## config.mk

```make
export PLATFORM = sky130hd
export DESIGN_NAME = asf_status
export DESIGN_NICKNAME = d
export VERILOG_FILES = /design/src/asf_pkg.sv /design/src/asf_flag_calc.sv /design/src/asf_status.sv
export SDC_FILE = /design/constraint.sdc
export NUM_CORES = 1
export LEC_CHECK = 0
export BUFFER_PORTS_ARGS = -buffer_cell sky130_fd_sc_hd__buf_2
export CORE_ASPECT_RATIO = 0.6
export CORE_MARGIN = 8
export CORE_UTILIZATION = 39
export DETAILED_ROUTE_END_ITERATION = 8
export GPL_TIMING_DRIVEN = 0
export PLACE_DENSITY = 0.74
export SYNTH_ARGS = -nofsm -noshare
export SYNTH_HDL_FRONTEND = slang
export SYNTH_SLANG_ARGS = --single-unit
```

## constraint.sdc

```tcl
create_clock -name i_ref_clk -period 1.9 [get_ports i_ref_clk]
set_input_delay 0.38 -clock i_ref_clk [delete_from_list [all_inputs] [get_ports i_ref_clk]]
set_output_delay 0.38 -clock i_ref_clk [all_outputs]
set_load 0.05 [all_outputs]
```

## src/asf_pkg.sv

```systemverilog
// Purpose: Constants for the ALU status word block
// Assumes: 16-bit data path, Wishbone slave with 32-bit data
// Notes: Register byte offsets chosen locally
package asf_pkg;
  // ==========================================================
  // Register map
  localparam logic [3:0] ASF_ADDR_STATUS = 4'h0;
  localparam logic [3:0] ASF_ADDR_CORE_CTRL = 4'h4;
  localparam logic [3:0] ASF_ADDR_LEVEL = 4'h8;
  // ==========================================================
  // Status word fields and masks; ASF_BIT_EXT is bit 3 of the core control word
  localparam int ASF_BIT_CARRY = 0;
  localparam int ASF_BIT_ZERO = 1;
  localparam int ASF_BIT_OVF = 2;
  localparam int ASF_BIT_NEG = 3;
  localparam int ASF_BIT_RPT = 4;
  localparam int ASF_BIT_PRI_LO = 5;
  localparam int ASF_BIT_PRI_HI = 7;
  localparam int ASF_BIT_HALF = 8;
  localparam int ASF_BIT_EXT = 3;
  localparam logic [15:0] ASF_STATUS_RESET = 16'h0000;
  localparam logic [15:0] ASF_STATUS_WMASK = 16'h01EF;
  localparam logic [15:0] ASF_STATUS_RMASK = 16'h01FF;
  localparam logic [2:0] ASF_PRI_MASKED = 3'h7;
  localparam logic [3:0] ASF_PRI_EXT_ADD = 4'h8;
  // ==========================================================
  // ALU flag update selectors (which flags an operation affects)
  localparam int ASF_UPD_C = 0;
  localparam int ASF_UPD_Z = 1;
  localparam int ASF_UPD_OV = 2;
  localparam int ASF_UPD_N = 3;
  localparam int ASF_UPD_DC = 4;
endpackage

```

## src/asf_flag_calc.sv

```systemverilog
// Purpose: Derives ALU result flags from operands and result
// Assumes: Addition view; subtract callers pass inverted operand b
// Notes: Purely combinational
module asf_flag_calc (
  input wire logic [15:0] i_a,
  input wire logic [15:0] i_b,
  input wire logic i_cin,
  input wire logic i_byte,
  output logic o_c,
  output logic o_z,
  output logic o_ov,
  output logic o_n,
  output logic o_dc
);
  logic [16:0] sum_w;
  logic [8:0] sum_b;
  logic [4:0] nib;
  logic [8:0] low8;
  always_comb begin
    sum_w = {1'b0, i_a} + {1'b0, i_b} + {16'h0000, i_cin};
    sum_b = {1'b0, i_a[7:0]} + {1'b0, i_b[7:0]} + {8'h00, i_cin};
    nib = {1'b0, i_a[3:0]} + {1'b0, i_b[3:0]} + {4'h0, i_cin};
    low8 = sum_b;
    if (i_byte) begin
      o_c = sum_b[8];
      o_z = (sum_b[7:0] == 8'h00);
      o_n = sum_b[7];
      o_ov = (i_a[7] == i_b[7]) && (sum_b[7] != i_a[7]);
      o_dc = nib[4];
    end else begin
      o_c = sum_w[16];
      o_z = (sum_w[15:0] == 16'h0000);
      o_n = sum_w[15];
      o_ov = (i_a[15] == i_b[15]) && (sum_w[15] != i_a[15]);
      o_dc = low8[8];
    end
  end
endmodule

```

## src/asf_status.sv

```systemverilog
// Purpose: ALU status word with priority level and Wishbone access
// Assumes: Single clock, async active-high reset
// Notes: Ack one cycle after strobe; unmapped reads return zero
// Functional notes
// - Three-bit priority field gives current level; all ones is level 7, masks users
// - Extension bit in core control word adds eight to the level
// - Repeat-active flag at bit 4 is read-only, high during repeat loops
// - Carry flag at bit 0 follows carry out of result MSB
//
// Local design decisions: the placing of the registers and the Wishbone slave port.
module asf_status (
  input wire logic i_ref_clk,
  input wire logic i_rst,
  input wire logic wb_cyc_i,
  input wire logic wb_stb_i,
  input wire logic wb_we_i,
  input wire logic [3:0] wb_adr_i,
  input wire logic [3:0] wb_sel_i,
  input wire logic [31:0] wb_dat_i,
  output logic [31:0] wb_dat_o,
  output logic wb_ack_o,
  input wire logic i_alu_valid,
  input wire logic [4:0] i_alu_update,
  input wire logic [15:0] i_alu_a,
  input wire logic [15:0] i_alu_b,
  input wire logic i_alu_cin,
  input wire logic i_alu_byte,
  input wire logic i_repeat_busy,
  output logic [15:0] o_status_word,
  output logic [3:0] o_priority_level,
  output logic o_user_irq_masked
);
  // ==========================================================
  // State
  logic [15:0] status_ff, nxt_status;
  logic ext_ff, nxt_ext;
  logic ack_ff, nxt_ack;
  logic [31:0] rdat_ff, nxt_rdat;
  logic [3:0] lvl_ff, nxt_lvl;
  logic msk_ff, nxt_msk;
  logic f_c, f_z, f_ov, f_n, f_dc;
  logic wr_req, rd_req;

  asf_flag_calc u_calc (
    .i_a(i_alu_a),
    .i_b(i_alu_b),
    .i_cin(i_alu_cin),
    .i_byte(i_alu_byte),
    .o_c(f_c),
    .o_z(f_z),
    .o_ov(f_ov),
    .o_n(f_n),
    .o_dc(f_dc)
  );

  function automatic logic [3:0] level_of(input logic [15:0] sw, input logic ext);
    level_of = {1'b0, sw[asf_pkg::ASF_BIT_PRI_HI:asf_pkg::ASF_BIT_PRI_LO]}
             + (ext ? asf_pkg::ASF_PRI_EXT_ADD : 4'h0);
  endfunction

  // ==========================================================
  // Next-state logic
  always_comb begin
    nxt_status = status_ff;
    nxt_ext = ext_ff;
    nxt_ack = 1'b0;
    nxt_rdat = 32'h0000_0000;
    wr_req = wb_cyc_i && wb_stb_i && wb_we_i && !ack_ff;
    rd_req = wb_cyc_i && wb_stb_i && !wb_we_i && !ack_ff;
    if (wb_cyc_i && wb_stb_i && !ack_ff) begin
      nxt_ack = 1'b1;
    end
    // Software write first so a same-cycle ALU update wins
    if (wr_req && wb_adr_i == asf_pkg::ASF_ADDR_STATUS) begin
      if (wb_sel_i[0]) begin
        nxt_status[7:0] = (wb_dat_i[7:0] & asf_pkg::ASF_STATUS_WMASK[7:0])
                        | (status_ff[7:0] & ~asf_pkg::ASF_STATUS_WMASK[7:0]);
      end
      if (wb_sel_i[1]) begin
        nxt_status[15:8] = wb_dat_i[15:8] & asf_pkg::ASF_STATUS_WMASK[15:8];
      end
    end
    if (wr_req && wb_adr_i == asf_pkg::ASF_ADDR_CORE_CTRL && wb_sel_i[0]) begin
      nxt_ext = wb_dat_i[asf_pkg::ASF_BIT_EXT];
    end
    if (i_alu_valid) begin
      if (i_alu_update[asf_pkg::ASF_UPD_C]) nxt_status[asf_pkg::ASF_BIT_CARRY] = f_c;
      if (i_alu_update[asf_pkg::ASF_UPD_N]) nxt_status[asf_pkg::ASF_BIT_NEG] = f_n;
      if (i_alu_update[asf_pkg::ASF_UPD_Z]) nxt_status[asf_pkg::ASF_BIT_ZERO] = f_z;
      if (i_alu_update[asf_pkg::ASF_UPD_OV]) nxt_status[asf_pkg::ASF_BIT_OVF] = f_ov;
      if (i_alu_update[asf_pkg::ASF_UPD_DC]) nxt_status[asf_pkg::ASF_BIT_HALF] = f_dc;
    end
    // Hardware-owned bit, software value discarded
    nxt_status[asf_pkg::ASF_BIT_RPT] = i_repeat_busy;
    nxt_status = nxt_status & asf_pkg::ASF_STATUS_RMASK;
    nxt_lvl = level_of(nxt_status, nxt_ext);
    nxt_msk = (nxt_status[asf_pkg::ASF_BIT_PRI_HI:asf_pkg::ASF_BIT_PRI_LO]
               == asf_pkg::ASF_PRI_MASKED);
    if (rd_req) begin
      unique case (wb_adr_i)
        asf_pkg::ASF_ADDR_STATUS: nxt_rdat = {16'h0000, status_ff};
        asf_pkg::ASF_ADDR_CORE_CTRL: nxt_rdat = {28'h0000000, ext_ff, 3'h0};
        asf_pkg::ASF_ADDR_LEVEL: nxt_rdat = {28'h0000000, lvl_ff};
        default: nxt_rdat = 32'h0000_0000;
      endcase
    end
  end

  // ==========================================================
  // Registers
  always_ff @(posedge i_ref_clk or posedge i_rst) begin
    if (i_rst) begin
      status_ff <= asf_pkg::ASF_STATUS_RESET;
      ext_ff <= 1'b0;
      ack_ff <= 1'b0;
      rdat_ff <= 32'h0000_0000;
      lvl_ff <= 4'h0;
      msk_ff <= 1'b0;
    end else begin
      status_ff <= nxt_status;
      ext_ff <= nxt_ext;
      ack_ff <= nxt_ack;
      rdat_ff <= nxt_rdat;
      lvl_ff <= nxt_lvl;
      msk_ff <= nxt_msk;
    end
  end

  assign wb_dat_o = rdat_ff;
  assign wb_ack_o = ack_ff;
  assign o_status_word = status_ff;
  assign o_priority_level = lvl_ff;
  assign o_user_irq_masked = msk_ff;

  // ==========================================================
  // Checks
  // Concatenation, not addition, so this does not mirror level_of
  property p_level_map;
    @(posedge i_ref_clk) disable iff (i_rst)
    o_priority_level
      == {ext_ff, o_status_word[asf_pkg::ASF_BIT_PRI_HI:asf_pkg::ASF_BIT_PRI_LO]};
  endproperty
  a_level_map: assert property (p_level_map) else $error("level mismatch");

  property p_mask7;
    @(posedge i_ref_clk) disable iff (i_rst)
    o_user_irq_masked
      == (o_status_word[asf_pkg::ASF_BIT_PRI_HI:asf_pkg::ASF_BIT_PRI_LO]
          == asf_pkg::ASF_PRI_MASKED);
  endproperty
  a_mask7: assert property (p_mask7) else $error("mask wrong");

  property p_pri_write;
    @(posedge i_ref_clk) disable iff (i_rst)
    (wr_req && wb_adr_i == asf_pkg::ASF_ADDR_STATUS && wb_sel_i[0])
      |=> o_status_word[asf_pkg::ASF_BIT_PRI_HI:asf_pkg::ASF_BIT_PRI_LO]
          == $past(wb_dat_i[asf_pkg::ASF_BIT_PRI_HI:asf_pkg::ASF_BIT_PRI_LO]);
  endproperty
  a_pri_write: assert property (p_pri_write) else $error("priority write lost");

  property p_ext_write;
    @(posedge i_ref_clk) disable iff (i_rst)
    (wr_req && wb_adr_i == asf_pkg::ASF_ADDR_CORE_CTRL && wb_sel_i[0])
      |=> ext_ff == $past(wb_dat_i[asf_pkg::ASF_BIT_EXT]);
  endproperty
  a_ext_write: assert property (p_ext_write) else $error("extension write lost");

  property p_rpt;
    @(posedge i_ref_clk) disable iff (i_rst)
    ##1 o_status_word[asf_pkg::ASF_BIT_RPT] == $past(i_repeat_busy);
  endproperty
  a_rpt: assert property (p_rpt) else $error("repeat flag wrong");

  property p_neg;
    @(posedge i_ref_clk) disable iff (i_rst)
    (i_alu_valid && i_alu_update[asf_pkg::ASF_UPD_N])
      |=> o_status_word[asf_pkg::ASF_BIT_NEG] == $past(f_n);
  endproperty
  a_neg: assert property (p_neg) else $error("neg flag wrong");

  property p_carry;
    @(posedge i_ref_clk) disable iff (i_rst)
    (i_alu_valid && i_alu_update[asf_pkg::ASF_UPD_C])
      |=> o_status_word[asf_pkg::ASF_BIT_CARRY] == $past(f_c);
  endproperty
  a_carry: assert property (p_carry) else $error("carry flag wrong");

  property p_zero;
    @(posedge i_ref_clk) disable iff (i_rst)
    (i_alu_valid && i_alu_update[asf_pkg::ASF_UPD_Z])
      |=> o_status_word[asf_pkg::ASF_BIT_ZERO] == $past(f_z);
  endproperty
  a_zero: assert property (p_zero) else $error("zero flag wrong");

  property p_hold;
    @(posedge i_ref_clk) disable iff (i_rst)
    (!i_alu_valid && !(wb_cyc_i && wb_stb_i && wb_we_i))
      |=> o_status_word[asf_pkg::ASF_BIT_NEG:asf_pkg::ASF_BIT_CARRY]
          == $past(o_status_word[asf_pkg::ASF_BIT_NEG:asf_pkg::ASF_BIT_CARRY]);
  endproperty
  a_hold: assert property (p_hold) else $error("flags changed idle");

  property p_ovf;
    @(posedge i_ref_clk) disable iff (i_rst)
    (i_alu_valid && i_alu_update[asf_pkg::ASF_UPD_OV])
      |=> o_status_word[asf_pkg::ASF_BIT_OVF] == $past(f_ov);
  endproperty
  a_ovf: assert property (p_ovf) else $error("ov flag wrong");

  property p_half;
    @(posedge i_ref_clk) disable iff (i_rst)
    (i_alu_valid && i_alu_update[asf_pkg::ASF_UPD_DC])
      |=> o_status_word[asf_pkg::ASF_BIT_HALF] == $past(f_dc);
  endproperty
  a_half: assert property (p_half) else $error("half carry flag wrong");

  // Unimplemented bits must never leak a software value
  property p_upper_zero;
    @(posedge i_ref_clk) disable iff (i_rst)
    (o_status_word & ~asf_pkg::ASF_STATUS_RMASK) == 16'h0000;
  endproperty
  a_upper_zero: assert property (p_upper_zero) else $error("unused status bits set");

  property p_ack_once;
    @(posedge i_ref_clk) disable iff (i_rst)
    wb_ack_o |=> !wb_ack_o;
  endproperty
  a_ack_once: assert property (p_ack_once) else $error("ack longer than one cycle");

  property p_ack_answer;
    @(posedge i_ref_clk) disable iff (i_rst)
    (wb_cyc_i && wb_stb_i && !wb_ack_o) |=> wb_ack_o;
  endproperty
  a_ack_answer: assert property (p_ack_answer) else $error("request not answered");

  c_level15: cover property (@(posedge i_ref_clk) &o_priority_level);
  c_masked: cover property (@(posedge i_ref_clk) o_user_irq_masked);
  c_repeat: cover property (@(posedge i_ref_clk) o_status_word[asf_pkg::ASF_BIT_RPT]);
  c_ack: cover property (@(posedge i_ref_clk) wb_ack_o);
  c_collide: cover property (@(posedge i_ref_clk) wr_req && i_alu_valid);
endmodule
```

==> Yosys cells after proc, flatten, opt, wreduce, memory -nomap -nowiden <==
Cells that the tools add are included.
{ "word_totals": {"regBits": 48, "out_inout_bits": 54, "word_cells": 57} }
{ "classes": {"add_sub_neg": 7, "eq_ne": 7, "mux": 20, "bitwise": 1, "reduce_logical": 16} }
{ "op_table": {"columns": ["operator", "count"], "rows": [
  ["case mux 9 bit (3 select lines)", 1],
  ["2-to-1 mux 9 bit", 2],
  ["adder 16 x 16 -> 17 bit", 1],
  ["adder 17 x 1 -> 17 bit", 1],
  ["logical NOT 16 bit", 1],
  ["2-to-1 mux 1 bit", 14],
  ["logical AND 1 bit", 11],
  ["adder 8 x 8 -> 9 bit", 1],
  ["adder 9 x 1 -> 9 bit", 1],
  ["logical NOT 8 bit", 1],
  ["2-to-1 mux 4 bit", 2],
  ["2-to-1 mux 8 bit", 1],
  ["bitwise OR 8 x 5 -> 8 bit", 1],
  ["adder 4 x 4 -> 5 bit", 1],
  ["adder 5 x 1 -> 5 bit", 1],
  ["adder 3 x 4 -> 4 bit", 1],
  ["equality test 4 x 3 -> 1 bit (second input constant)", 1],
  ["equality test 4 bit (second input constant)", 1],
  ["logical NOT 4 bit", 1],
  ["equality test 3 bit (second input constant)", 1],
  ["equality test 1 bit", 2],
  ["logical NOT 1 bit", 2],
  ["inequality test 1 bit", 2]
]} }

==> Longest topological paths before layout <==
{ "depth": {"depth_word": 8, "mapped_depth": 12, "mapped_depth_nobuf": 12} }

==> Cells and area by module <==
From an unflattened synthesis, not the netlist that was laid out.
{ "hier_totals": {"cells_unflattened": 270, "area_unflattened_um2": 2338.5} }
{ "by_module_without_submodules": {"columns": ["mod", "n_inst", "cells_per_inst", "area_each_um2", "seq_area_each_um2"], "rows": [
  ["asf_status", 1, 121, 1236.2, 525.5],
  ["asf_flag_calc", 1, 149, 1102.3, 0.0]
]} }

==> Worst setup path before layout <==
Ideal clock, no wire load.
{ "synth_timing": {"path_type": "in2reg", "from": "in i_alu_a[0]", "to": "reg status_ff[1] (netlist: o_status_word[1])", "setup_ps": 66, "arrival_time_ps": 2397, "required_ps": 1834, "setup_slack_ps": -563, "stages": 12, "n_path_buf": 0, "path_cell_list": "inv_1 > fa_1 > inv_1 > fa_1 > a21o_1 > a221o_2 > nand3_1 > o21ai_0 > a211o_1 > a2111oi_2 > nand4_1 > nand2_1"} }
{ "synth_between": {"elab_chain_cells": 6, "elab_cells_between_ends": 9} }
{ "synth_lines": {"columns": ["item", "line_no", "source"], "rows": [
  ["from (decl)", "asf_status.sv:24", "input wire logic [15:0] i_alu_a,"],
  ["adder 16 x 16 -> 17 bit / adder 8 x 8 -> 9 bit (equally long branches)", "asf_flag_calc.sv:20, asf_flag_calc.sv:21", null],
  ["adder 17 x 1 -> 17 bit / adder 9 x 1 -> 9 bit (equally long branches)", "asf_flag_calc.sv:20, asf_flag_calc.sv:21", null],
  ["logical NOT 16 bit / logical NOT 8 bit (equally long branches)", "asf_flag_calc.sv:32, asf_flag_calc.sv:26", null],
  ["2-to-1 mux 1 bit *", "asf_flag_calc.sv:24", "if (i_byte) begin"],
  ["2-to-1 mux 1 bit *", "asf_status.sv:89", "if (i_alu_update[asf_pkg::ASF_UPD_Z]) nxt_status[asf_pkg::ASF_BIT_ZERO] = f_z;"],
  ["2-to-1 mux 4 bit *", "asf_status.sv:86", "if (i_alu_valid) begin"],
  ["via nxt_status[1]", "asf_status.sv:35", "logic [15:0] status_ff, nxt_status;"],
  ["to (signal assigned)", "asf_status.sv:113", "status_ff <= asf_pkg::ASF_STATUS_RESET;"],
  ["to (signal assigned)", "asf_status.sv:120", "status_ff <= nxt_status;"],
  ["to (decl)", "asf_status.sv:35", null]
]} }
The timed path passes the listed nets; every way through them passes the cells marked *.

==> Worst setup path after layout <==
Same ends and word-level chain as after synthesis.

==> results.txt <==
routed len/inst: 14.6 um
CTS tree: built
# clock sinks: 21
relative slew slack: 0.461
# IOs: 140
buffer and inverter count on the worst path: 3
post-synthesis mux area share: 0.0675
vias post-DR: 2177
largest family of logic cells by synthesized area: compound AO/OA/AOI/OAI gates
pin count of the biggest net entering global routing: 22
Finished Core Util: 0.556
sequential area share after synthesis: 0.238
Clock Tree Buf Depth: 2
Placement Setup Slack: -0.897 ns
final period utilization: 1.34
Die H: 74.2 um
DRC: 0
Max Cap Violations: 0
core footprint: 5520 um2
non-filler cells, final: 445
Register Area: 527 um2
asr flop ratio synth: 1.00
Ys Warns: 0
fin nets: 480
final hold violations: 0
wire length on met2: 3080 um
Antenna diodes: 0
synthesized area: 2200 um2
multi-input logic area: 1600 um2
DRC violation total after the first TritonRoute iteration: 116
most frequent cells in the layout: buf_2, buf_4, conb_1
Clock transition at path regs: 0.08 ns
CP required: 2.10 ns
RSZ-0062 raised after global routing: yes
CTS Buf Count: 3
I/O Buffers: 80
cell mode on critical path: fa_2
initial antenna violation count: 0
kind of start point of the critical path: input port
CP endpoint: o_status_word[1]
Synth Area in Adders: 0.103
cell count after synthesis: 257
Root Buffer: clkbuf_8
Post-synth EDFFs: 0
Worst Path Class, Setup: input port to flop
Reg2Reg Depth: 6
clk_skew: 0.00420 ns
worst r2r dst: o_status_word[3]
Overall Power: 1.72 mW
Synth area leaders: dfrtp_1, buf_4, ha_1
post-synth top area share: 0.238
Via density: 4.89
All-Layer GR Usage: 0.145
critical path depth in cells: 13
delay-heaviest family, CP: compound AO/OA/AOI/OAI gates
layout cells sized above 1: 0.463
final RePlAce weighted congestion: 0.870
first-pass GRT wire length: 9960 um
Unique masters post-synth: 63
met1 WL: 3000 um
dpl cell area: 2870 um2
Post-Synth XOR/XNOR Area: 0.0238
Pre-Repair DR Iteration Count: 4
leading cell type in the layout, fill and taps excluded: buf_2
cts hold-fix bufs: 0
CP Max Fanout: 4
final setup fails: 5
Compound-Gate Fraction of Synth Area: 0.234
hold_sp: i_repeat_busy
Seq cells post-synth: 21
Worst Tran Pin Value: 0.808 ns
Placed Cells incl. Taps: 435
met3 WL: 407 um
crit end category: flop
final antenna-violating net count: 0
CTS H-tree lvls: 1
CP max-delay cell: a221o_2
run status: finished, violations left
top_reg_cell synth: dfrtp_1
clk_lat worst skew: 0.26 ns
DRT Wirelength: 6510 um
global route overflow: 0
Initial Util: 0.400
die area: 8390 um2
die span in x: 113 um
failing checks: negative setup slack
vias in the first global route: 2111
HP Class: input port to flop
pwr dens: 561 nW/um2
Reg2Reg Launch Point: wb_ack_o
uppermost layer routed: met4
worst vdd ir: 0.317 mV
slack of the critical path: -0.647 ns
largest stage delay on the critical path: 0.43 ns
Hold WS: 0.224 ns
Layout fillers: 531
Synth Area per Inst: 8.58 um2
Fmax: 393 MHz
crit path from: i_alu_a[0]
CP arrival: 2.74 ns
post-synth top area cell: dfrtp_1
growth of design area from synthesis to finish: 39.0%
Slew Limit Fails: 0
crit-path cells: buf_8, inv_12, fa_2, inv_2, fa_2, a21o_1, a221o_2, nand3_1, o21ai_0, a211o_1, a2111oi_4, nand4_1, nand2_1
row count: 21
Reg2Reg Setup Slack: -0.06 ns
Synth Area in Simple Gates: 0.185
Final Critical Period: 2.55 ns
design area: 3070 um2
TNS Setup: -1.92 ns
DP HPWL: 5260 um
P_leak: 1.58 nW
state kept, by name, summed over array words and instances, names as in the netlist:
name               count
wb_dat_o               9
o_status_word          6
o_priority_level       3
ext_ff                 1
o_user_irq_masked      1
wb_ack_o               1
cells in the mapped netlist, types with 2 or more instances:
| library cell | count |
|---|---|
| a21oi_1 | 18 |
| a22oi_1 | 2 |
| mux2i_1 | 7 |
| o31ai_1 | 2 |
| dfrtp_1 | 21 |
| mux2_1 | 2 |
| a211oi_1 | 3 |
| a21o_1 | 5 |
| o21ai_1 | 2 |
| nand2b_1 | 2 |
| nand2_1 | 11 |
| nand3_1 | 9 |
| nor3_1 | 8 |
| and3_1 | 3 |
| nor2_1 | 24 |
| ha_1 | 15 |
| fa_1 | 2 |
| buf_4 | 34 |
| or3_1 | 2 |
| a21oi_2 | 3 |
| o211ai_1 | 2 |
| xor2_1 | 2 |
| and2_1 | 6 |
| xnor2_1 | 4 |
| inv_1 | 9 |
| mux2_2 | 5 |
| a31oi_1 | 4 |
| nor2b_1 | 2 |
| o21ai_0 | 9 |
| buf_2 | 4 |
| a21o_2 | 3 |
routing by layer:
layer	global-route usage	vias to the layer above
met5	0	-
met4	0.0176	0
met3	0.0357	2
met2	0.244	72
met1	0.189	995
li1	-	1108
worst min path at each step:
| stage | end | depth (start not counted) |
|---|---|---|
| floorplan | ext_ff | 1 |
| global placement | wb_ack_o | 1 |
| detailed placement | wb_ack_o | 1 |
| CTS | o_status_word[4] | 1 |
| global route | o_status_word[4] | 1 |
| finish | o_status_word[4] | 1 |
final cells by class:
cell class                 count  share of cell area
tap                           69              0.0282
buffer                        41              0.0947
multi-input combinational    215               0.522
inverter                       9              0.0167
clock inverter                 1             0.00163
sequential                    21               0.172
timing repair buffer          86               0.152
clock buffer                   3              0.0135
cells by family (layout without fill, tap and decap cells):
| group | after synthesis | after routing |
|---|---|---|
| compound gates | 71 | 71 |
| other cells | 1 | 30 |
| flops | 21 | 21 |
| mux | 14 | 14 |
| buf+inv | 50 | 140 |
| simple gates | 77 | 77 |
| fa+ha+maj | 17 | 17 |
| xor+xnor | 6 | 6 |
power breakdown:
part	switching, mW	total, mW	internal, mW
Sequential	0.0214	0.493	0.471
Clock	0.146	0.292	0.146
Combinational	0.594	0.937	0.343
repair_timing:
item,CTS,global route
buffers inserted,2,4
setup endpoints to repair,6,12
pin swaps,6,11
gates resized for setup,7,14
No activity file was read; power rests on OpenSTA's default activity.
